==> config.mk <==
export PLATFORM = sky130hd
export DESIGN_NAME = ctps_counter_prescaler
export DESIGN_NICKNAME = d
export VERILOG_FILES = /design/src/common/ctps_pkg.sv /design/src/hdl/ctps_counter_prescaler.sv /design/src/hdl/ctps_phase_sync.sv
export SDC_FILE = /design/constraint.sdc
export NUM_CORES = 1
export LEC_CHECK = 0
export ABC_CLOCK_PERIOD_IN_PS = 2100
export BUFFER_PORTS_ARGS = -buffer_cell sky130_fd_sc_hd__buf_2
export CORE_MARGIN = 8
export CORE_UTILIZATION = 47
export DETAILED_ROUTE_END_ITERATION = 8
export PLACE_DENSITY_LB_ADDON = 0.25
export SETUP_SLACK_MARGIN = 0.02
export SLEW_MARGIN = 10
export SYNTH_ARGS = -nofsm -noshare
export SYNTH_HDL_FRONTEND = slang
export SYNTH_HIERARCHICAL = 1
export SYNTH_SLANG_ARGS = --single-unit
==> constraint.sdc <==
create_clock -name clk -period 2.1 [get_ports clk]
set_input_delay 0.42 -clock clk [delete_from_list [all_inputs] [get_ports clk]]
set_output_delay 0.42 -clock clk [all_outputs]
set_load 0.005 [all_outputs]
==> src/common/ctps_pkg.sv <==
package ctps_pkg;
  // ************************************************************
  // widths and field positions
  // ************************************************************
  localparam int COUNT_W = 8;
  localparam int SCALER_W = 8;
  localparam int RATIO_W = 3;
  localparam int OPT_W = 4;
  localparam int OPT_RATIO_LSB = 0;
  localparam int OPT_ASSIGN_BIT = 3;
  localparam int WDT_W = 8;
  // ************************************************************
  // reset values
  // ************************************************************
  localparam logic [COUNT_W-1:0] COUNT_RST = 8'h00;
  localparam logic [SCALER_W-1:0] SCALER_RST = 8'h00;
  localparam logic [WDT_W-1:0] WDT_RST = 8'h00;
  // ************************************************************
  // timing
  // ************************************************************
  localparam int CLK_PERIOD_NS = 40;
  localparam int PHASES_PER_CYCLE = 4;
  localparam int EXT_MIN_LEVEL_TOSC = 2;
  localparam int EXT_MIN_PERIOD_TOSC = 4;
  localparam int EXT_MIN_LEVEL_CYC = EXT_MIN_LEVEL_TOSC;
  // ************************************************************
  // instruction clock phases
  // ************************************************************
  typedef enum logic [1:0] {
    PH_ONE,
    PH_TWO,
    PH_THREE,
    PH_FOUR
  } ctps_phase_t;
endpackage : ctps_pkg

==> src/hdl/ctps_counter_prescaler.sv <==
`timescale 1ns/1ns
`default_nettype none
// Behaviour
// - unscaled counter samples external input directly
// - sample prescaler output on phases two, four
// - prescaler divides input into symmetrical waveform
// - counter increments only after synchronisation latency
// - one scaler, counter or watchdog, never both
// - assignment bit and ratio in option bits
// - counter write clears scaler when counter-assigned
// - watchdog clear clears watchdog, and scaler when watchdog-assigned
// - scaler count never readable nor loadable
// - watchdog on own oscillator, config enabled
module ctps_counter_prescaler
  import ctps_pkg::*;
#(
  parameter int CountWidth = COUNT_W,
  parameter int WdtWidth = WDT_W
) (
  // clock and reset
  input wire logic clk,
  input wire logic arst_n,
  // external count input
  input wire logic extCountInput,
  // option bits and configuration
  input wire logic [OPT_W-1:0] optionBits,
  input wire logic watchdogEnable,
  // counter write port
  input wire logic countWrite,
  input wire logic [CountWidth-1:0] countWriteData,
  // watchdog oscillator tick and clear
  input wire logic watchdogOscTick,
  input wire logic watchdogClearInstr,
  // results
  output logic [CountWidth-1:0] countRegister,
  output logic watchdogTimeout,
  output logic phaseTwo,
  output logic phaseFour
);
  // ************************************************************
  // parameter checks
  // ************************************************************
  if (CountWidth < 1 || WdtWidth < 1) begin : g_bad_width
    $error("counter widths must be at least one bit");
  end

  // ************************************************************
  // state
  // ************************************************************
  typedef struct packed {
    ctps_phase_t phase;
    logic [SCALER_W-1:0] scaler;
    logic [CountWidth-1:0] count;
    logic [WdtWidth-1:0] wdt;
    logic extPrev;
    logic timeout;
  } ctps_state_t;

  ctps_state_t st_reg;
  ctps_state_t st_next;

  logic scalerAssignSelect;
  logic [RATIO_W-1:0] scaleRatioSelect;
  logic scaledOut;
  logic sampleSrc;
  logic sampled;
  logic countPulse;
  logic extRise;
  logic wdtEvent;
  logic [SCALER_W-1:0] wdtMask;

  // assignment high gives the scaler to the watchdog
  assign scalerAssignSelect = optionBits[OPT_ASSIGN_BIT];
  assign scaleRatioSelect =
    optionBits[OPT_RATIO_LSB +: RATIO_W];

  assign phaseTwo = (st_reg.phase == PH_TWO);
  assign phaseFour = (st_reg.phase == PH_FOUR);

  // ************************************************************
  // prescaler tap and sample source
  // ************************************************************
  assign extRise = extCountInput && !st_reg.extPrev;
  // bit f toggles every 2^f edges: square wave of 2^(f+1)
  assign scaledOut = st_reg.scaler[scaleRatioSelect];
  assign sampleSrc = scalerAssignSelect ? extCountInput
                                        : scaledOut;

  // watchdog postscale 2^f: low f bits all ones
  assign wdtMask = SCALER_W'((9'h001 << scaleRatioSelect) - 9'h001);
  assign wdtEvent = watchdogOscTick &&
    (!scalerAssignSelect ||
     ((st_reg.scaler & wdtMask) == wdtMask));

  ctps_phase_sync u_sync (
    .clk(clk),
    .arst_n(arst_n),
    .phaseTwo(phaseTwo),
    .phaseFour(phaseFour),
    .sampleIn(sampleSrc),
    .sampled(sampled),
    .countPulse(countPulse)
  );

  // ************************************************************
  // next state
  // ************************************************************
  always_comb begin
    st_next = st_reg;
    st_next.extPrev = extCountInput;
    st_next.timeout = 1'b0;
    case (st_reg.phase)
      PH_ONE: begin
        st_next.phase = PH_TWO;
      end
      PH_TWO: begin
        st_next.phase = PH_THREE;
      end
      PH_THREE: begin
        st_next.phase = PH_FOUR;
      end
      PH_FOUR: begin
        st_next.phase = PH_ONE;
      end
      default: begin
        st_next.phase = PH_ONE;
      end
    endcase
    // one scaler, stepped only by its owner
    if (!scalerAssignSelect) begin
      if (extRise) begin
        st_next.scaler = st_reg.scaler + 8'h01;
      end
    end else if (watchdogEnable && watchdogOscTick) begin
      st_next.scaler = st_reg.scaler + 8'h01;
    end
    // counter: synchronised pulse, write takes priority
    if (countPulse) begin
      st_next.count = st_reg.count + CountWidth'(1);
    end
    if (countWrite) begin
      st_next.count = countWriteData;
      if (!scalerAssignSelect) begin
        st_next.scaler = SCALER_RST;
      end
    end
    // watchdog from its own oscillator tick
    if (watchdogEnable) begin
      if (wdtEvent) begin
        st_next.wdt = st_reg.wdt + WdtWidth'(1);
        st_next.timeout = &st_reg.wdt;
      end
    end else begin
      st_next.wdt = WDT_RST;
    end
    if (watchdogClearInstr) begin
      st_next.wdt = WDT_RST;
      st_next.timeout = 1'b0;
      if (scalerAssignSelect) begin
        st_next.scaler = SCALER_RST;
      end
    end
  end

  always_ff @(posedge clk or negedge arst_n) begin
    if (!arst_n) begin
      st_reg.phase <= PH_ONE;
      st_reg.scaler <= SCALER_RST;
      st_reg.count <= CountWidth'(COUNT_RST);
      st_reg.wdt <= WDT_RST;
      st_reg.extPrev <= 1'b0;
      st_reg.timeout <= 1'b0;
    end else begin
      st_reg <= st_next;
    end
  end

  // scaler count stays internal
  assign countRegister = st_reg.count;
  assign watchdogTimeout = st_reg.timeout;

  // ************************************************************
  // checks
  // ************************************************************
  property p_passthru;
    @(posedge clk) disable iff (!arst_n)
      (scalerAssignSelect && (phaseTwo || phaseFour)) |=>
        (sampled == $past(extCountInput));
  endproperty
  a_passthru: assert property (p_passthru)
    else $error("unscaled sample source differs from input");

  property p_tap;
    @(posedge clk) disable iff (!arst_n)
      (!scalerAssignSelect && (phaseTwo || phaseFour)) |=>
        (sampled == $past(scaledOut));
  endproperty
  a_tap: assert property (p_tap)
    else $error("prescaler tap does not follow ratio bits");

  property p_no_early_inc;
    @(posedge clk) disable iff (!arst_n)
      (!countWrite && !countPulse) |=> $stable(countRegister);
  endproperty
  a_no_early_inc: assert property (p_no_early_inc)
    else $error("counter moved without synchronised pulse");

  property p_inc_latency;
    @(posedge clk) disable iff (!arst_n)
      (scalerAssignSelect && !countWrite && $rose(extCountInput))
        |-> !countPulse;
  endproperty
  a_inc_latency: assert property (p_inc_latency)
    else $error("counter pulse in same cycle as input edge");

  property p_write_clear;
    @(posedge clk) disable iff (!arst_n)
      (countWrite && !scalerAssignSelect) |=> (st_reg.scaler == 8'h00);
  endproperty
  a_write_clear: assert property (p_write_clear)
    else $error("counter write did not clear prescaler");

  property p_wdt_clear;
    @(posedge clk) disable iff (!arst_n)
      (watchdogClearInstr && scalerAssignSelect) |=>
        (st_reg.scaler == 8'h00 && st_reg.wdt == '0 && !watchdogTimeout);
  endproperty
  a_wdt_clear: assert property (p_wdt_clear)
    else $error("watchdog clear left scaler or watchdog");

  property p_exclusive;
    @(posedge clk) disable iff (!arst_n)
      (scalerAssignSelect && $stable(scalerAssignSelect) &&
       !watchdogOscTick && !watchdogClearInstr && !countWrite)
        |=> $stable(st_reg.scaler);
  endproperty
  a_exclusive: assert property (p_exclusive)
    else $error("watchdog scaler stepped by counter input");

  property p_wdt_off;
    @(posedge clk) disable iff (!arst_n)
      !watchdogEnable |=> (st_reg.wdt == '0 && !watchdogTimeout);
  endproperty
  a_wdt_off: assert property (p_wdt_off)
    else $error("disabled watchdog is counting");

  property p_phase_walk;
    @(posedge clk) disable iff (!arst_n)
      phaseTwo |=> !phaseTwo && !phaseFour ##1 phaseFour ##1
        !phaseTwo && !phaseFour ##1 phaseTwo;
  endproperty
  a_phase_walk: assert property (p_phase_walk)
    else $error("phase sequence broken");

  c_direct_count: cover property (@(posedge clk) disable iff (!arst_n)
    scalerAssignSelect && countPulse);
  c_scaled_count: cover property (@(posedge clk) disable iff (!arst_n)
    !scalerAssignSelect && countPulse);
  c_timeout: cover property (@(posedge clk) disable iff (!arst_n)
    watchdogTimeout);
endmodule : ctps_counter_prescaler
`default_nettype wire

==> src/hdl/ctps_phase_sync.sv <==
`timescale 1ns/1ns
`default_nettype none
module ctps_phase_sync
  import ctps_pkg::*;
(
  // clock and reset
  input wire logic clk,
  input wire logic arst_n,
  // phase strobes
  input wire logic phaseTwo,
  input wire logic phaseFour,
  // level to sample and counted edge
  input wire logic sampleIn,
  output logic sampled,
  output logic countPulse
);
  // ************************************************************
  // state
  // ************************************************************
  typedef struct packed {
    logic level;
    logic prev;
  } ctps_sync_t;

  ctps_sync_t st_reg;
  ctps_sync_t st_next;

  always_comb begin
    st_next = st_reg;
    st_next.prev = st_reg.level;
    if (phaseTwo || phaseFour) begin
      st_next.level = sampleIn;
    end
  end

  always_ff @(posedge clk or negedge arst_n) begin
    if (!arst_n) begin
      st_reg <= '0;
    end else begin
      st_reg <= st_next;
    end
  end

  assign sampled = st_reg.level;
  // counts only after the sampled stage has risen
  assign countPulse = st_reg.level && !st_reg.prev;

  // ************************************************************
  // checks
  // ************************************************************
  property p_sample_phase;
    @(posedge clk) disable iff (!arst_n)
      !(phaseTwo || phaseFour) |=> $stable(sampled);
  endproperty
  a_sample_phase: assert property (p_sample_phase)
    else $error("sampled level moved outside phase two or four");
endmodule : ctps_phase_sync
`default_nettype wire

==> flow_results.xml, run 1 <==
<?xml version="1.0" encoding="UTF-8"?>
<metrics>
  <group name="worst_setup_path">
    <metric name="rr_startpoint" unit="">st_reg[23]$_DFF_PN0_</metric>
    <metric name="critical_path_class" unit="">in2reg</metric>
    <metric name="cp_common_cell" unit="">o311ai_4</metric>
    <metric name="crit_path_max_fanout" unit="">8</metric>
    <metric name="worst_r2r_endpoint" unit="">st_reg[9]$_DFFE_PN0P_</metric>
    <metric name="crit_slowest_cell" unit="">or4_1</metric>
    <metric name="required" unit="ps">2320</metric>
    <metric name="critPathLaunchType" unit="">input port</metric>
    <metric name="worst-r2r-cell-count" unit="">5</metric>
    <metric name="critical_path_arrival" unit="ps">2320</metric>
    <metric name="critical_path.cell_chain" unit="">buf_6 -&gt; or3_4 -&gt; ha_4 -&gt; and4_4 -&gt; o311ai_4 -&gt; o311ai_4 -&gt; or4_1 -&gt; a21oi_2</metric>
    <metric name="reg2reg_setup_slack" unit="ps">220</metric>
    <metric name="max_incr_delay_on_cp" unit="ps">450</metric>
    <metric name="worst_setup_path_end_kind" unit="">flip-flop</metric>
  </group>
  <group name="global_route">
    <metric name="gr-usage-all-layers" unit="">0.141</metric>
    <metric name="grt_overflow" unit="">0</metric>
    <metric name="grt_first_pass_wirelength" unit="µm">7270</metric>
    <metric name="grt_pass1_vias" unit="">1614</metric>
    <metric name="number_of_antenna_violations_at_the_first_check_in_global_routing" unit="">0</metric>
    <metric name="grt_max_degree" unit="">31</metric>
  </group>
  <group name="floorplan">
    <metric name="floorplan.initialDensity" unit="">0.490</metric>
    <metric name="die-area" unit="µm²">6530</metric>
    <metric name="die_h" unit="µm">80.8</metric>
    <metric name="fp.coreArea" unit="µm²">4030</metric>
    <metric name="num_rows" unit="">23</metric>
    <metric name="floorplan.io_pins" unit="">30</metric>
    <metric name="fp.dieW" unit="µm">80.8</metric>
  </group>
  <group name="drt">
    <metric name="drcViolationCount" unit="">0</metric>
    <metric name="wirelength" unit="µm">4280</metric>
    <metric name="vias" unit="">1635</metric>
    <metric name="routed_wire_length_per_instance" unit="µm">14.7</metric>
    <metric name="drt_pre_antenna_iters" unit="">4</metric>
    <metric name="drt-vias-per-instance" unit="">5.60</metric>
    <metric name="postRouteAntennaNets" unit="">0</metric>
    <metric name="drt_first_iter_violations" unit="">62</metric>
  </group>
  <group name="pwr">
    <metric name="p_clk_frac" unit="">0.358</metric>
    <metric name="internal_power" unit="µW">976</metric>
    <metric name="static-leakage-power" unit="nW">1.07</metric>
    <metric name="vdd_ir_drop_max" unit="V">0.000357</metric>
    <metric name="power_frac_seq" unit="">0.462</metric>
    <metric name="net-switching-power" unit="µW">374</metric>
    <metric name="cellPowerDensity" unit="nW/µm²">579</metric>
    <metric name="combPwrFrac" unit="">0.180</metric>
    <metric name="p_sw_frac" unit="">0.277</metric>
  </group>
  <group name="cts">
    <metric name="tritoncts.num_buffers" unit="">5</metric>
    <metric name="clk-insertion-delay-late" unit="ps">290</metric>
    <metric name="post_cts.repair.setup_buffers" unit="">0</metric>
    <metric name="cts-htree-levels" unit="">2</metric>
    <metric name="cts_tree" unit="">built</metric>
    <metric name="path_clk_slew" unit="ps">60</metric>
    <metric name="max-clock-path-buffers" unit="">2</metric>
    <metric name="clkSinkCount" unit="">30</metric>
    <metric name="holdBufCountCts" unit="">0</metric>
    <metric name="cts.root.buffer_cell" unit="">clkbuf_8</metric>
  </group>
  <group name="timing">
    <metric name="setup_viol" unit="">1</metric>
    <metric name="hold_viol_final" unit="">0</metric>
    <metric name="achievable-frequency" unit="GHz">0.476</metric>
    <metric name="timing_max_transition_violations_final" unit="">0</metric>
    <metric name="rsz0062_at_grt" unit="">yes</metric>
    <metric name="tightestPinTransition" unit="ps">693</metric>
    <metric name="post-route-worst-setup-slack" unit="ps">-0.638</metric>
    <metric name="skew" unit="ps">3.35</metric>
    <metric name="timing.final.crit_period" unit="ps">2100</metric>
    <metric name="setup_total_negative_slack" unit="ps">-0.638</metric>
    <metric name="relSlewSlack" unit="">0.538</metric>
    <metric name="post_route_fraction_of_the_period_consumed_by_the_critical_path" unit="">1.00</metric>
  </group>
  <group name="logic_synthesis">
    <metric name="synth_area_per_cell" unit="µm²">9.58</metric>
    <metric name="dominantRegCellSynth" unit="">dfrtp_1</metric>
    <metric name="synth_seq_cells" unit="">30</metric>
    <metric name="synth_warnings" unit="">6</metric>
    <metric name="async_reset_ff_frac" unit="">1.00</metric>
    <metric name="mappedNetlistArea" unit="µm²">1970</metric>
    <metric name="synth.net_count" unit="">233</metric>
    <metric name="synth.yosys.seq_area_share" unit="">0.380</metric>
    <metric name="distinct_cells_synth" unit="">43</metric>
    <metric name="synth_edf_count" unit="">0</metric>
    <metric name="synthesized_instance_count" unit="">206</metric>
  </group>
  <group name="cells_and_area">
    <metric name="final.fill_count" unit="">352</metric>
    <metric name="final_core_utilization" unit="">0.578</metric>
    <metric name="post_layout_nonfiller_instances" unit="">292</metric>
    <metric name="largest_reg_flops" unit="">19</metric>
    <metric name="synthToLayoutAreaGrowth" unit="%">18.0</metric>
    <metric name="post_route_cells_drive_above_1_share" unit="">0.277</metric>
    <metric name="nets" unit="">268</metric>
    <metric name="antennaDiodeCount" unit="">0</metric>
  </group>
  <group name="placed_design">
    <metric name="buffer_ports.inserted" unit="">29</metric>
    <metric name="hpwlAfterDp" unit="µm">3140</metric>
    <metric name="gp_routability_congestion" unit="">0.819</metric>
    <metric name="numPlacedInstances" unit="">284</metric>
  </group>
  <group name="status">
    <metric name="status" unit="">complete, but fails checks</metric>
    <metric name="violations" unit="">setup timing</metric>
  </group>
  <group name="hold_path">
    <metric name="hold_class" unit="">in2async</metric>
  </group>
  <group name="run">
    <metric name="max-cap-violations" unit="">0</metric>
  </group>
</metrics>
==> synth_stat cells (4+ instances only) <==
| library cell | n | share of area |
|---|---|---|
| a211oi_1 | 4 | 0.015 |
| a21oi_1 | 5 | 0.013 |
| a31oi_1 | 4 | 0.013 |
| and3_1 | 7 | 0.022 |
| buf_4 | 8 | 0.030 |
| clkbuf_1 | 4 | 0.0076 |
| dfrtp_1 | 30 | 0.38 |
| ha_1 | 8 | 0.051 |
| inv_1 | 7 | 0.013 |
| nand2_1 | 22 | 0.042 |
| nand2b_1 | 6 | 0.019 |
| nand3_1 | 9 | 0.023 |
| nor2_1 | 11 | 0.021 |
| nor2b_1 | 4 | 0.013 |
| o21ai_0 | 20 | 0.051 |
| o31ai_1 | 4 | 0.015 |
| xnor2_1 | 5 | 0.022 |
| xor2_1 | 6 | 0.027 |
==> through the flow <==
| step | hold WS (ps) | power (mW) | setup slack, ps | area, µm² |
|---|---|---|---|---|
| floorplan | 124 | 0.800 | -266 | 2010 |
| global placement | 378 | 0.871 | -278 | 2210 |
| detailed placement | 380 | 0.875 | -344 | 2210 |
| CTS | 199 | 1.36 | -10.4 | 2310 |
| global route | 222 | 1.42 | -95.9 | 2330 |
| finish | 171 | 1.35 | -0.638 | 2330 |
==> power by group through the flow <==
stage / Clock, mW / Combinational, mW / Sequential [mW]
final: 0.483 / 0.242 / 0.624
after global routing: 0.523 / 0.272 / 0.629
after CTS: 0.496 / 0.243 / 0.624
after detailed placement: 0 / 0.240 / 0.635
after global placement: 0 / 0.237 / 0.634
after floorplan: 0 / 0.168 / 0.632
==> metal layers <==
| layer | track usage | up-vias | share of wire |
|---|---|---|---|
| li1 | - | 820 | - |
| met1 | 0.176 | 776 | 0.47 |
| met2 | 0.225 | 31 | 0.47 |
| met3 | 0.0342 | 8 | 0.046 |
| met4 | 0.0679 | 0 | 0.015 |
| met5 | 0 | - | 0 |
==> layout by cell type (no fill, tap or decap), types with 3 or more instances in the layout <==
cell	n
a211oi_1	4
a21oi_1	3
a31oi_1	4
a41o_1	3
and3_1	7
buf_2	27
buf_4	14
clkbuf_8	6
dfrtp_1	30
ha_1	7
inv_1	7
mux2i_1	3
nand2_1	22
nand2b_1	6
nand3_1	9
nand4_1	3
nor2_1	11
nor2b_1	4
o21ai_0	20
o311ai_4	3
o31ai_1	3
xnor2_1	5
xor2_1	6
==> critical path, delay by kind of cell <==
kind	cells	cell delay, ps
AO/OA/AOI/OAI	3	630
buffers and inverters	1	90
AND/OR/NAND/NOR	3	990
adder cells (fa/ha/maj)	1	190
==> kinds of logic after synthesis <==
logic type / synth area share
fa+ha+maj: 0.0507
xor+xnor: 0.0488
flops: 0.380
compound gates: 0.193
simple gates: 0.209
mux: 0.0494
buf+inv: 0.0684
==> repair_timing <==
item | 4_1_cts | 5_1_grt
setup endpoints to repair | 5 | 9
cloned | 0 | 0
pin swaps | 2 | 3
resized for setup | 3 | 3
==> worst max-delay path by stage <==
stage | start | end | cells past startpoint
3_5_place_dp | optionBits[1] | st_reg[9]$_DFFE_PN0P_ | 8
3_3_place_gp | optionBits[1] | st_reg[8]$_DFFE_PN0P_ | 11
6_report | optionBits[1] | st_reg[9]$_DFFE_PN0P_ | 8
5_1_grt | optionBits[1] | st_reg[4]$_DFFE_PN0P_ | 8
2_1_floorplan | optionBits[1] | st_reg[8]$_DFFE_PN0P_ | 8
4_1_cts | optionBits[1] | st_reg[9]$_DFFE_PN0P_ | 8
==> final cells by class <==
cell class	instances	area, µm²	area share
Clock buffer	7	86.3	0.0371
Sequential cell	30	751	0.322
Inverter	7	26.3	0.0113
Clock inverter	1	5.00	0.00215
Timing Repair Buffer	43	263	0.113
Multi-Input combinational cell	154	1140	0.488
Tap cell	50	62.6	0.0269
No activity file was read; power rests on OpenSTA's default activity.
==> run 2: changes to the inputs <==
ABC_CLOCK_PERIOD_IN_PS = 1820   (was 2100)
clock period = 1.82 ns   (was 2.1 ns; I/O delays follow)
==> run 2 against run 1 <==
The run still ends with setup timing left. Critical endpoint unchanged. Clock skew down 1.1 ps. Register-to-register slack worse by 190 ps. Cell count up 3.8%. Global-route usage up 0.36 points. Sequential share of layout area down 2.0 points. Highest routed layer unchanged. Die area unchanged. Setup slack worse by 260 ps. Worst hold slack worse by 90 ps.
==> flow_results.xml, run 2 (same netlist as run 1, synthesis figures left out) <==
<?xml version="1.0" encoding="UTF-8"?>
<metrics>
  <group name="timing">
    <metric name="setup_total_negative_slack" unit="ps">-1660</metric>
    <metric name="post_route_fraction_of_the_period_consumed_by_the_critical_path" unit="">1.14</metric>
    <metric name="rsz0062_at_grt" unit="">yes</metric>
    <metric name="setup_viol" unit="">8</metric>
    <metric name="timing.final.crit_period" unit="ps">2080</metric>
    <metric name="post-route-worst-setup-slack" unit="ps">-259</metric>
    <metric name="achievable-frequency" unit="GHz">0.481</metric>
    <metric name="timing_max_transition_violations_final" unit="">0</metric>
    <metric name="hold_viol_final" unit="">0</metric>
    <metric name="worst_hold_margin" unit="ps">81.0</metric>
    <metric name="tightestPinTransition" unit="ps">491</metric>
    <metric name="relSlewSlack" unit="">0.673</metric>
    <metric name="skew" unit="ps">2.28</metric>
  </group>
  <group name="drt">
    <metric name="wirelength" unit="µm">4550</metric>
    <metric name="vias" unit="">1658</metric>
    <metric name="drt_first_iter_violations" unit="">84</metric>
    <metric name="drt_pre_antenna_iters" unit="">4</metric>
    <metric name="drt-vias-per-instance" unit="">5.47</metric>
    <metric name="routed_wire_length_per_instance" unit="µm">15.0</metric>
    <metric name="postRouteAntennaNets" unit="">0</metric>
    <metric name="drcViolationCount" unit="">0</metric>
  </group>
  <group name="floorplan">
    <metric name="die-area" unit="µm²">6530</metric>
    <metric name="fp.dieW" unit="µm">80.8</metric>
    <metric name="num_rows" unit="">23</metric>
    <metric name="floorplan.io_pins" unit="">30</metric>
    <metric name="die_h" unit="µm">80.8</metric>
    <metric name="fp.coreArea" unit="µm²">4030</metric>
    <metric name="floorplan.initialDensity" unit="">0.490</metric>
  </group>
  <group name="placed_design">
    <metric name="hpwlAfterDp" unit="µm">3280</metric>
    <metric name="buffer_ports.inserted" unit="">29</metric>
    <metric name="place_ws" unit="ps">-578</metric>
    <metric name="gp_routability_congestion" unit="">0.808</metric>
  </group>
  <group name="cts">
    <metric name="path_clk_slew" unit="ps">60</metric>
    <metric name="tritoncts.num_buffers" unit="">5</metric>
    <metric name="holdBufCountCts" unit="">0</metric>
    <metric name="cts.root.buffer_cell" unit="">clkbuf_8</metric>
    <metric name="clk-insertion-delay-late" unit="ps">290</metric>
    <metric name="max-clock-path-buffers" unit="">2</metric>
    <metric name="cts-htree-levels" unit="">2</metric>
    <metric name="clkSinkCount" unit="">30</metric>
    <metric name="cts_tree" unit="">built</metric>
  </group>
  <group name="pwr">
    <metric name="cellPowerDensity" unit="nW/µm²">628</metric>
    <metric name="post_layout_total_power" unit="mW">1.56</metric>
    <metric name="static-leakage-power" unit="nW">1.16</metric>
    <metric name="vdd_ir_drop_max" unit="V">0.000534</metric>
  </group>
  <group name="global_route">
    <metric name="number_of_antenna_violations_at_the_first_check_in_global_routing" unit="">0</metric>
    <metric name="gr-usage-all-layers" unit="">0.145</metric>
    <metric name="grt_pass1_vias" unit="">1640</metric>
    <metric name="grt_first_pass_wirelength" unit="µm">7360</metric>
    <metric name="grt_max_degree" unit="">31</metric>
    <metric name="grt_overflow" unit="">0</metric>
  </group>
  <group name="worst_setup_path">
    <metric name="max_incr_delay_on_cp" unit="ps">430</metric>
    <metric name="cp_common_cell" unit="">o311ai_4</metric>
    <metric name="worst_setup_path_end_kind" unit="">flip-flop</metric>
    <metric name="crit_slowest_cell" unit="">or4_1</metric>
    <metric name="required" unit="ps">2030</metric>
    <metric name="critical_path.cell_chain" unit="">buf_6 -&gt; or3_4 -&gt; ha_4 -&gt; and4_4 -&gt; o311ai_4 -&gt; o311ai_4 -&gt; or4_1 -&gt; a21oi_1</metric>
    <metric name="rr_startpoint" unit="">st_reg[23]$_DFF_PN0_</metric>
    <metric name="critical_path_arrival" unit="ps">2290</metric>
    <metric name="critPathLaunch" unit="">optionBits[1]</metric>
    <metric name="critPathLaunchType" unit="">input port</metric>
    <metric name="critical_path_class" unit="">in2reg</metric>
    <metric name="crit_path_max_fanout" unit="">7</metric>
    <metric name="worst-r2r-cell-count" unit="">5</metric>
  </group>
  <group name="cells_and_area">
    <metric name="post_route_cells_drive_above_1_share" unit="">0.344</metric>
    <metric name="nets" unit="">280</metric>
    <metric name="final_core_utilization" unit="">0.616</metric>
    <metric name="largest_reg_flops" unit="">19</metric>
    <metric name="synthToLayoutAreaGrowth" unit="%">25.7</metric>
    <metric name="layout_commonest_cell" unit="">dfrtp_1</metric>
    <metric name="antennaDiodeCount" unit="">0</metric>
    <metric name="leading_cell_types_in_the_layout_fill_and_taps_excluded" unit="">dfrtp_1 (30), buf_2 (28), buf_4 (24)</metric>
  </group>
  <group name="status">
    <metric name="status" unit="">complete, but fails checks</metric>
    <metric name="violations" unit="">setup timing</metric>
  </group>
  <group name="run">
    <metric name="max-cap-violations" unit="">0</metric>
  </group>
  <group name="hold_path">
    <metric name="hold_class" unit="">in2async</metric>
  </group>
</metrics>
[run 2: final timing paths]
check	endpoint	slack, ps
max	st_reg[9]$_DFFE_PN0P_	-260
min	st_reg[23]$_DFF_PN0_	80
max reg2reg	st_reg[9]$_DFFE_PN0P_	30
min reg2reg	u_sync/st_reg[0]$_DFF_PN0_	390
max in group asynchronous	st_reg[1]$_DFF_PN0_	1450
min in group clk	st_reg[1]$_DFF_PN0_	200
[run 2: what timing repair did]
item	in CTS	in global routing
pin swaps	3	7
setup buffers	3	2
endpoints found under the setup margin	9	9
gates resized for setup	6	13
[run 2: layout make-up]
| type | instances | area, µm² |
|---|---|---|
| Clock buffer | 5 | 68.8 |
| Clock inverter | 2 | 10.0 |
| Multi-Input combinational cell | 154 | 1210 |
| Timing Repair Buffer | 55 | 354 |
| Sequential cell | 30 | 751 |
| Tap cell | 50 | 62.6 |
| Inverter | 7 | 26.3 |
| Fill cell | 348 | 1550 |
[run 2: worst max-delay path: cells and delay by family]
| kind | cells | cell delay [ps] |
|---|---|---|
| simple gates | 3 | 980 |
| compound gates | 3 | 660 |
| buf+inv | 1 | 90 |
| fa+ha+maj | 1 | 200 |
[run 2: layer usage]
metal	track usage	vias to the layer above	part of all wire
met5	0	-	0
met4	0.0732	0	0.018
met3	0.0397	8	0.044
met2	0.230	30	0.48
met1	0.177	781	0.46
li1	-	839	-
[run 2: per-stage QoR]
step	area [µm²]	instances
2_1_floorplan	2010	206
3_3_place_gp	2260	291
3_5_place_dp	2260	291
4_1_cts	2400	301
5_1_grt	2480	303
6_report	2480	303
[run 2: power by group]
group | switching [mW] | internal, mW
combinational | 0.168 | 0.155
clock | 0.259 | 0.256
sequential | 0.0276 | 0.693
